===== src/osfs_regs.vh =====
`ifndef OSFS_REGS_VH
`define OSFS_REGS_VH

// ---------------------------------------------------------------
// Widths and reset values
// ---------------------------------------------------------------
`define OSFS_NOUT 8
`define OSFS_ALL_OFF 8'hff
`define OSFS_MSB 7

// ---------------------------------------------------------------
// Timing
// ---------------------------------------------------------------
`define OSFS_CLK_HZ 50000000
`define OSFS_FILT_NS 25000
`define OSFS_FILT_CYC ((`OSFS_FILT_NS * (`OSFS_CLK_HZ / 1000000) + 999) / 1000)

`endif


===== src/osfs_top.v =====
`timescale 1ns/100ps
`include "osfs_regs.vh"
// Fault detection and serial status for an eight-output low-side switch
module osfs_top #(
    parameter FILT_CYC = `OSFS_FILT_CYC
) (
    input wire i_clk,
    input wire i_nrst,
    input wire i_clear_n,
    input wire i_cs_n,
    input wire i_sclk,
    input wire i_sdi,
    input wire i_load_supply_ov,
    input wire [7:0] i_overtemp,
    input wire [7:0] i_drain_low,
    input wire [7:0] i_overcurrent,
    output reg o_sdo,
    output reg o_sdo_oe,
    output reg [7:0] o_out_on,
    output reg [7:0] o_ilimit_on,
    output reg [7:0] o_fault
);
    // ------------------------------------------------------------
    // Pin synchronisers
    // ------------------------------------------------------------
    wire [2:0] ser_s;
    wire [0:0] clr_s;
    wire [24:0] ana_s;
    // Select travels inverted so the synchroniser's reset zero reads as idle
    wire cs_n_s = ~ser_s[2];
    wire sclk_s = ser_s[1];
    wire sdi_s = ser_s[0];
    wire ov_s = ana_s[24];
    wire [7:0] ot_s = ana_s[23:16];
    wire [7:0] dl_s = ana_s[15:8];
    wire [7:0] oc_s = ana_s[7:0];

    osfs_sync #(.W(3)) u_sync_ser (
        .i_clk(i_clk),
        .i_nrst(i_nrst),
        .i_async({~i_cs_n, i_sclk, i_sdi}),
        .o_sync(ser_s)
    );

    osfs_sync #(.W(1)) u_sync_clr (
        .i_clk(i_clk),
        .i_nrst(i_nrst),
        .i_async(~i_clear_n),
        .o_sync(clr_s)
    );

    // Detector levels are analog and free-running
    osfs_sync #(.W(25)) u_sync_ana (
        .i_clk(i_clk),
        .i_nrst(i_nrst),
        .i_async({i_load_supply_ov, i_overtemp, i_drain_low, i_overcurrent}),
        .o_sync(ana_s)
    );

    // ------------------------------------------------------------
    // State
    // ------------------------------------------------------------
    reg cs_n_q;
    reg sclk_q;
    reg [7:0] shift_q;
    reg [7:0] cmd_q;
    reg [7:0] short_q;
    reg [7:0] hot_q;
    reg ov_latch_q;
    reg ov_report_q;
    reg [31:0] filt_cnt_q;
    reg filt_done_q;

    wire cs_fall = cs_n_q & ~cs_n_s;
    wire cs_rise = ~cs_n_q & cs_n_s;
    wire sclk_rise = ~sclk_q & sclk_s;
    wire sclk_fall = sclk_q & ~sclk_s;
    // Clear travels inverted: no false clear edge while the flops fill
    wire cleared = clr_s[0];

    // Commanded on: bit low means on
    wire [7:0] want_on = ~cmd_q;

    // Output stage: thermal per output, over-voltage global, short latched
    wire [7:0] drive_on = want_on & ~ot_s & ~hot_q & ~short_q & {8{~ov_latch_q}};

    // Drain comparator, gated by the filter, serves open load only; short uses the overcurrent input
    wire [7:0] cmp_ok = dl_s & {8{filt_done_q}};
    wire [7:0] open_flt = ~drive_on & ~want_on & cmp_ok;
    wire [7:0] short_flt = drive_on & oc_s & {8{filt_done_q}};

    // ------------------------------------------------------------
    // Status word: drain level, high when off unless open load is flagged
    // ------------------------------------------------------------
    function [7:0] drain_status;
        input [7:0] on;
        input [7:0] openf;
        begin
            drain_status = ~on & ~openf;
        end
    endfunction

    wire [7:0] status_now = ov_report_q ? `OSFS_ALL_OFF :
        drain_status(drive_on, open_flt);

    // ------------------------------------------------------------
    // Edge history
    // ------------------------------------------------------------
    always @(posedge i_clk) begin
        if (!i_nrst) begin
            cs_n_q <= 1'b1;
            sclk_q <= 1'b0;
        end else begin
            cs_n_q <= cs_n_s;
            sclk_q <= sclk_s;
        end
    end

    // ------------------------------------------------------------
    // Shift register: status loads on select fall, shifts MSB first
    // ------------------------------------------------------------
    always @(posedge i_clk) begin
        if (!i_nrst) begin
            shift_q <= 8'h00;
            o_sdo <= 1'b0;
            o_sdo_oe <= 1'b0;
        end else begin
            o_sdo_oe <= ~cs_n_s;
            if (cleared) begin
                shift_q <= 8'h00;
            end else if (cs_fall) begin
                shift_q <= status_now;
                o_sdo <= status_now[`OSFS_MSB];
            end else if (!cs_n_s && sclk_rise) begin
                shift_q <= {shift_q[6:0], sdi_s};
            end else if (!cs_n_s && sclk_fall) begin
                o_sdo <= shift_q[`OSFS_MSB];
            end
        end
    end

    // ------------------------------------------------------------
    // Command latch, over-voltage and short latches
    // ------------------------------------------------------------
    always @(posedge i_clk) begin
        if (!i_nrst) begin
            cmd_q <= `OSFS_ALL_OFF;
            short_q <= 8'h00;
            hot_q <= 8'h00;
            ov_latch_q <= 1'b0;
            ov_report_q <= 1'b0;
        end else if (cleared) begin
            cmd_q <= `OSFS_ALL_OFF;
            short_q <= 8'h00;
            hot_q <= ot_s;
        end else begin
            // New write re-arms thermal and short-off outputs; a live over-temperature keeps its latch
            if (cs_rise) begin
                cmd_q <= shift_q;
                short_q <= 8'h00;
                hot_q <= ot_s;
            end else begin
                short_q <= short_q | short_flt;
                hot_q <= hot_q | ot_s;
            end
            // Over-voltage holds until gone and a new write arrives
            if (ov_s) begin
                ov_latch_q <= 1'b1;
                ov_report_q <= 1'b1;
            end else if (cs_rise) begin
                ov_latch_q <= 1'b0;
            end
            // All-ones report lasts through the first frame that starts with over-voltage gone
            if (cs_fall && !ov_s) begin
                ov_report_q <= 1'b0;
            end
        end
    end

    // ------------------------------------------------------------
    // Fault filter: restarted by every select rise
    // ------------------------------------------------------------
    always @(posedge i_clk) begin
        if (!i_nrst) begin
            filt_cnt_q <= 32'h0;
            filt_done_q <= 1'b0;
        end else if (cs_rise) begin
            filt_cnt_q <= 32'h0;
            filt_done_q <= 1'b0;
        end else if (filt_cnt_q < FILT_CYC - 1) begin
            filt_cnt_q <= filt_cnt_q + 32'h1;
        end else begin
            filt_done_q <= 1'b1;
        end
    end

    // ------------------------------------------------------------
    // Registered outputs
    // ------------------------------------------------------------
    always @(posedge i_clk) begin
        if (!i_nrst) begin
            o_out_on <= 8'h00;
            o_ilimit_on <= 8'h00;
            o_fault <= 8'h00;
        end else begin
            o_out_on <= drive_on;
            // Limiting follows trip within a few cycles, far under 20 us
            o_ilimit_on <= oc_s & drive_on;
            o_fault <= ot_s | hot_q | open_flt | short_q | {8{ov_latch_q}};
        end
    end
endmodule // osfs_top


===== src/osfs_sync.v =====
`timescale 1ns/100ps
// Two-flop synchroniser for a bus of asynchronous levels
module osfs_sync #(
    parameter W = 8
) (
    input wire i_clk,
    input wire i_nrst,
    input wire [W-1:0] i_async,
    output reg [W-1:0] o_sync
);
    reg [W-1:0] meta_q;

    // ------------------------------------------------------------
    // First stage read only by the second
    // ------------------------------------------------------------
    always @(posedge i_clk) begin
        if (!i_nrst) begin
            meta_q <= {W{1'b0}};
            o_sync <= {W{1'b0}};
        end else begin
            meta_q <= i_async;
            o_sync <= meta_q;
        end
    end
endmodule // osfs_sync


===== config.mk =====
export PLATFORM = sky130hd
export DESIGN_NAME = osfs_top
export DESIGN_NICKNAME = d
export VERILOG_FILES = /design/src/osfs_top.v /design/src/osfs_sync.v
export VERILOG_INCLUDE_DIRS = /design/src
export SDC_FILE = /design/constraint.sdc
export NUM_CORES = 1
export LEC_CHECK = 0
export ABC_AREA = 1
export BUFFER_PORTS_ARGS = -buffer_cell sky130_fd_sc_hd__buf_2
export CAP_MARGIN = 20
export CELL_PAD_IN_SITES_DETAIL_PLACEMENT = 0
export CELL_PAD_IN_SITES_GLOBAL_PLACEMENT = 1
export CORE_MARGIN = 2
export CORE_UTILIZATION = 43
export DETAILED_ROUTE_END_ITERATION = 10
export PLACE_DENSITY_LB_ADDON = 0.3
export REMOVE_ABC_BUFFERS = 1
export SKIP_LAST_GASP = 1
export SLEW_MARGIN = 20
export SYNTH_ARGS = -nofsm -noshare
export SYNTH_HDL_FRONTEND = slang
export SYNTH_SLANG_ARGS = --single-unit

===== constraint.sdc =====
create_clock -name i_clk -period 1.6 [get_ports i_clk]
set_input_delay 0.32 -clock i_clk [delete_from_list [all_inputs] [get_ports i_clk]]
set_output_delay 0.32 -clock i_clk [all_outputs]
set_load 0.03 [all_outputs]

== Yosys cells after proc, flatten, opt, wreduce, memory -nomap -nowiden ==
Index checks and enable logic that the tools add are counted.
Storage, ports and cells
  output and inout port bits: 26
  memories: 0
  latch bits: 0
  bits in read-only memories: 0
  memory bits (writable): 0
  bits in registers: 153
  input bits: 31
Operators by class
  eq/ne operators: 1
  shift operators: 0
  multipliers: 0
  mux-type cells: 12
  divide/modulo/power cells: 0
  bitwise logic cells: 35
  $lt $le $gt $ge: 1
  reductions and logical operators: 14
  add/sub/neg operators: 1
Operators with widths (number)
  8-bit bitwise AND: 10
  8-bit inverter: 7
  8-bit 2-to-1 mux: 5
  8-bit bitwise OR: 5
  32-bit by 1-bit adder with 32-bit output, second input constant: 1
  32-bit by 11-bit less-than comparator with 1-bit output, second input constant: 1
  1-bit inverter: 9
  2-bit nonzero test: 4
  1-bit 2-to-1 mux: 7
  1-bit bitwise AND: 4
  2-bit AND reduction: 2
  2-bit OR reduction: 2
  1-bit logical AND: 3
  3-bit AND reduction: 1
  3-bit OR reduction: 1
  2-bit inequality test, second input constant: 1
  1-bit logical NOT: 1

== Longest topological paths before layout ==
  word-level depth: 12
  depth in mapped cells: 9
  depth with buffers taken out: 8

== Hierarchy ==
A second synthesis with hierarchy kept.
Unflattened totals
  cell total of the unflattened synthesis: 668
  area, all modules: 5431.5 µm²
By module, submodules not included
  osfs_top: sequential area each 1901.8 µm², cells an instance 488, area an instance 3748.6 µm², instances 1
  osfs_sync (u_sync_ana): sequential area each 1001.0 µm², cells an instance 156, area an instance 1462.7 µm², instances 1
  osfs_sync (u_sync_ser): sequential area each 120.1 µm², cells an instance 18, area an instance 165.2 µm², instances 1
  osfs_sync (u_sync_clr): sequential area each 40.0 µm², cells an instance 6, area an instance 55.1 µm², instances 1

== Worst setup path after synthesis ==
No wires, ideal clock.
  path type: flip-flop to flip-flop
  start: register filt_cnt_q[0]
  end: register filt_cnt_q[8]
  cell stages (with the launch flop): 10
  buffers on the path: 1
  data arrival time: 1178 ps
  required time: 1480 ps
  library setup time: 120 ps
  slack: 302 ps
  period minus slack after synthesis: 1298 ps
  cell sequence: dfxtp_1 inv_1 ha_1 nand3_1 nand2_1 nand2_1 nand2_2 buf_6 nand3_1 a21oi_1
On the way
  cells in the longest elaborated chain, start to end: 1
Ends and longest elaborated chain
  start: declaration: RTL line osfs_top.v:71  | reg [31:0] filt_cnt_q;
  start signal: assignment: RTL line osfs_top.v:191  | filt_cnt_q <= filt_cnt_q + 32'h1;
  32-bit by 1-bit adder with 32-bit output or 32-bit by 11-bit less-than comparator with 1-bit output (tied branches): RTL line osfs_top.v:191, osfs_top.v:190
Parallel ways exist; a longest one is shown, timed or not.
A chain may end at the register's enable or synchronous reset.

== Worst setup path in the final report ==
  start: register filt_cnt_q[0]
  end: register filt_cnt_q[0]
Same word-level chain as after synthesis.

==> out/qor.txt <==
================================================================================
Number of standard cells after synthesis                                     662
Fraction of power consumed by combinational cells                          0.048
Vias in the first global route                                              3797
Non-filler instance count after layout                                       903
Cell-internal power                                                      6.30 mW
Clock tree root driver cell                                            clkbuf_16
Remaining antenna violation count after routing                                0
1st-iter DRT viols                                                           144
Die span in x                                                             116 µm
Count leader, synth                                                      dfxtp_1
Reg clk slew, reported paths                                             0.06 ns
Max Clock Freq                                                         0.695 GHz
P&R area growth vs syn                                                     19.0%
Part of the Yosys area used for sequential elements                        0.572
Final HPWL from detailed placement                                       6780 µm
Yosys cell types                                                              27
Overall overflow remaining after global route                                  0
# setup viols final                                                            0
Status                                                                 completed
Flip-flop cell with the highest count after synthesis                    dfxtp_1
Count of final hold-check violations                                           0
IR drop worst, VDD                                                        751 µV
Period Utilization, post-route                                             0.899
Clk network pwr share                                                      0.456
Overall routing resource usage                                             0.166
Count of max-cap constraint violations                                         0
I/O pin count                                                                 57
Routability-driven placement congestion ratio                              0.803
Fin util                                                                   0.528
Total placed cells including tap cells                                       872
Element type at the critical path start                                flip-flop
Starting density of the core                                               0.444
Worst rel slew slack                                                       0.596
Final period demand of the worst path                                    1.44 ns
H-tree levels                                                                  4
Switching Share                                                            0.218
Total length of routed wires                                            10100 µm
Vias per cell                                                               4.43
Worst Path Max Fanout                                                         11
Final antenna diode count                                                      0
Worst Max-Slew Pin Slew                                                 0.605 ns
Die height                                                                116 µm
Fraction of final layout cells with drive strength greater than 1          0.156
Worst setup EP type                                                    flip-flop
Standard cell core area                                               0.0121 mm²
Async set-or-reset flop fraction in the synthesized netlist                    0
Count of flip-flops with a built-in enable after synthesis                     0
Part of the power in registers                                             0.496
Cell taking the most area after synthesis                                dfxtp_1
Worst Setup Path Type                                               flip-flop to flip-flop
Die Footprint                                                         0.0134 mm²
Via count                                                                   4004
Switching power summed over all nets                                     1.76 mW
Port bufs                                                                     56
Number of warnings issued by yosys                                             0
Maximum number of pins on one net before global-route repair                  60
Post-cts hold buffer count                                                     0
Cell area power density                                              1260 mW/mm²
Sum of internal, switching and leakage power                             8.06 mW
Netlist area before placement                                        0.00535 mm²
Cell leakage power                                                       3.21 nW
Drt drc                                                                        0
Share of Yosys cell area claimed by the top area cell type                 0.572
1st-pass router iterations                                                     5
Data required time at the worst endpoint                                 1.91 ns
Site Rows                                                                     40
NumNets Final                                                                756
Routed length per placed instance                                        11.2 µm
Clock latency on the worst-skew pair                                     0.42 ns
Cells taking the most area after synthesis                          dfxtp_1 (57%), nand2_1 (9.3%), inv_1 (8.7%), nor2_1 (5.2%), nand3_1 (3.4%)
Wire length of the first global-routing pass                            17100 µm
Fin Setup TNS                                                               0 ns
Worst Hold Class                                                    input port to flip-flop
Clock tree from TritonCTS                                                    yes
Unrepaired setup endpoints after global routing                               no
Deepest clock path buffer count                                                2
Most instantiated cells after synthesis                             dfxtp_1 (153), nand2_1 (132), inv_1 (124)
Number of antenna violations at the first check in global routing              0
Avg Inst Size Synth                                                     8.09 µm²
Clk sinks                                                                    153
Total CTS buffers                                                             17
Fill cell count                                                             1132
Flip-flop and latch count after synthesis                                    153
Setup clock skew after layout                                         0.00520 ns
Max-slew violation count                                                       0
Arrival @ worst endpoint                                                 1.75 ns
================================================================================
==> path summary, 6_finish.rpt <==
kind | from | endpoint | slack (ns) | cells past startpoint
worst max-delay path | filt_cnt_q[0] | filt_cnt_q[0] | 0.16 | 8
worst max register to register | filt_cnt_q[0] | filt_cnt_q[0] | 0.16 | 8
worst min register to register | u_sync_ana.meta_q[19] | u_sync_ana.o_sync[19] | 0.41 | 2
worst min-delay path | i_cs_n | u_sync_ser.meta_q[2] | 0.06 | 2
==> what timing repair did <==
| item | in CTS | in global routing |
|---|---|---|
| setup endpoints to repair | 0 | 1 |
| setup buffers | 0 | 0 |
| resized for setup | 0 | 1 |
| hold endpoints to repair | 0 | 0 |
==> layout by cell type, fill, tap and decap left out, drive strengths merged, types with 6 or more instances in the layout <==
master,n
a21oi,27
a31oi,6
a41oi,6
buf,67
clkbuf,26
dfxtp,153
inv,127
nand2,136
nand3,38
nand4,12
nor2,83
o211ai,7
o21ai,28
==> metal layers <==
layer  vias to the layer above  GRT usage  wire length [µm]
met5                         -          0                 0
met4                         0     0.0675               184
met3                        16     0.0513               429
met2                        73      0.257              4380
met1                      1763      0.217              5110
li1                       2152          -                 -
==> metrics by stage <==
stage	hold WS [ns]	instance area, µm²	worst slack (ns)
2_1_floorplan	0.390	5210	0.129
5_1_grt	0.0429	6370	0.00939
4_1_cts	0.0494	6360	0.147
6_report	0.0576	6370	0.162
3_3_place_gp	0.393	5810	0.205
3_5_place_dp	0.398	5810	0.155
==> worst max-delay path, cell delays in order (launching register included) <==
cell and delay [ns]:
dfxtp_1 0.43, inv_1 0.12, ha_1 0.20, nand3_1 0.10, nand2_1 0.06, nand2_1 0.07, nand2_2 0.15, nand3_1 0.14
a21oi_1 0.07
==> power by group through the flow <==
stage	clock [mW]	sequential, mW	combinational [mW]
final	3.68	4.00	0.385
after floorplan	0	4.10	0.191
after detailed placement	0	4.08	0.388
after global placement	0	4.08	0.382
after CTS	3.75	3.99	0.390
after global routing	3.94	4.01	0.441
==> cell families after synthesis <==
kind of cell	Yosys count	synth area share
flip-flops	153	0.572
buffers and inverters	152	0.116
XOR/XNOR	4	0.00654
AND/OR/NAND/NOR	276	0.221
adder cells (fa/ha/maj)	2	0.00467
AO/OA/AOI/OAI	75	0.0802
==> layout make-up <==
| type | instances | area (µm²) | share of cell area |
|---|---|---|---|
| tap | 168 | 210 | 0.0330 |
| inverter | 127 | 477 | 0.0748 |
| multi-input combinational | 357 | 1680 | 0.263 |
| clock inverter | 5 | 36.3 | 0.00570 |
| clock buffer | 26 | 519 | 0.0815 |
| timing repair buffer | 67 | 388 | 0.0609 |
| sequential | 153 | 3060 | 0.481 |
==> registers in the layout, indices dropped and copies added (netlist names), 3 cells and up <==
signal	cells
filt_cnt_q	32
o_ilimit_on	8
short_q	8
u_sync_ser.o_sync	3
u_sync_ser.meta_q	3
shift_q	8
o_out_on	8
o_fault	8
u_sync_ana.meta_q	25
hot_q	8
cmd_q	8
u_sync_ana.o_sync	25
Note: power is estimated with default switching activity, not from simulation.
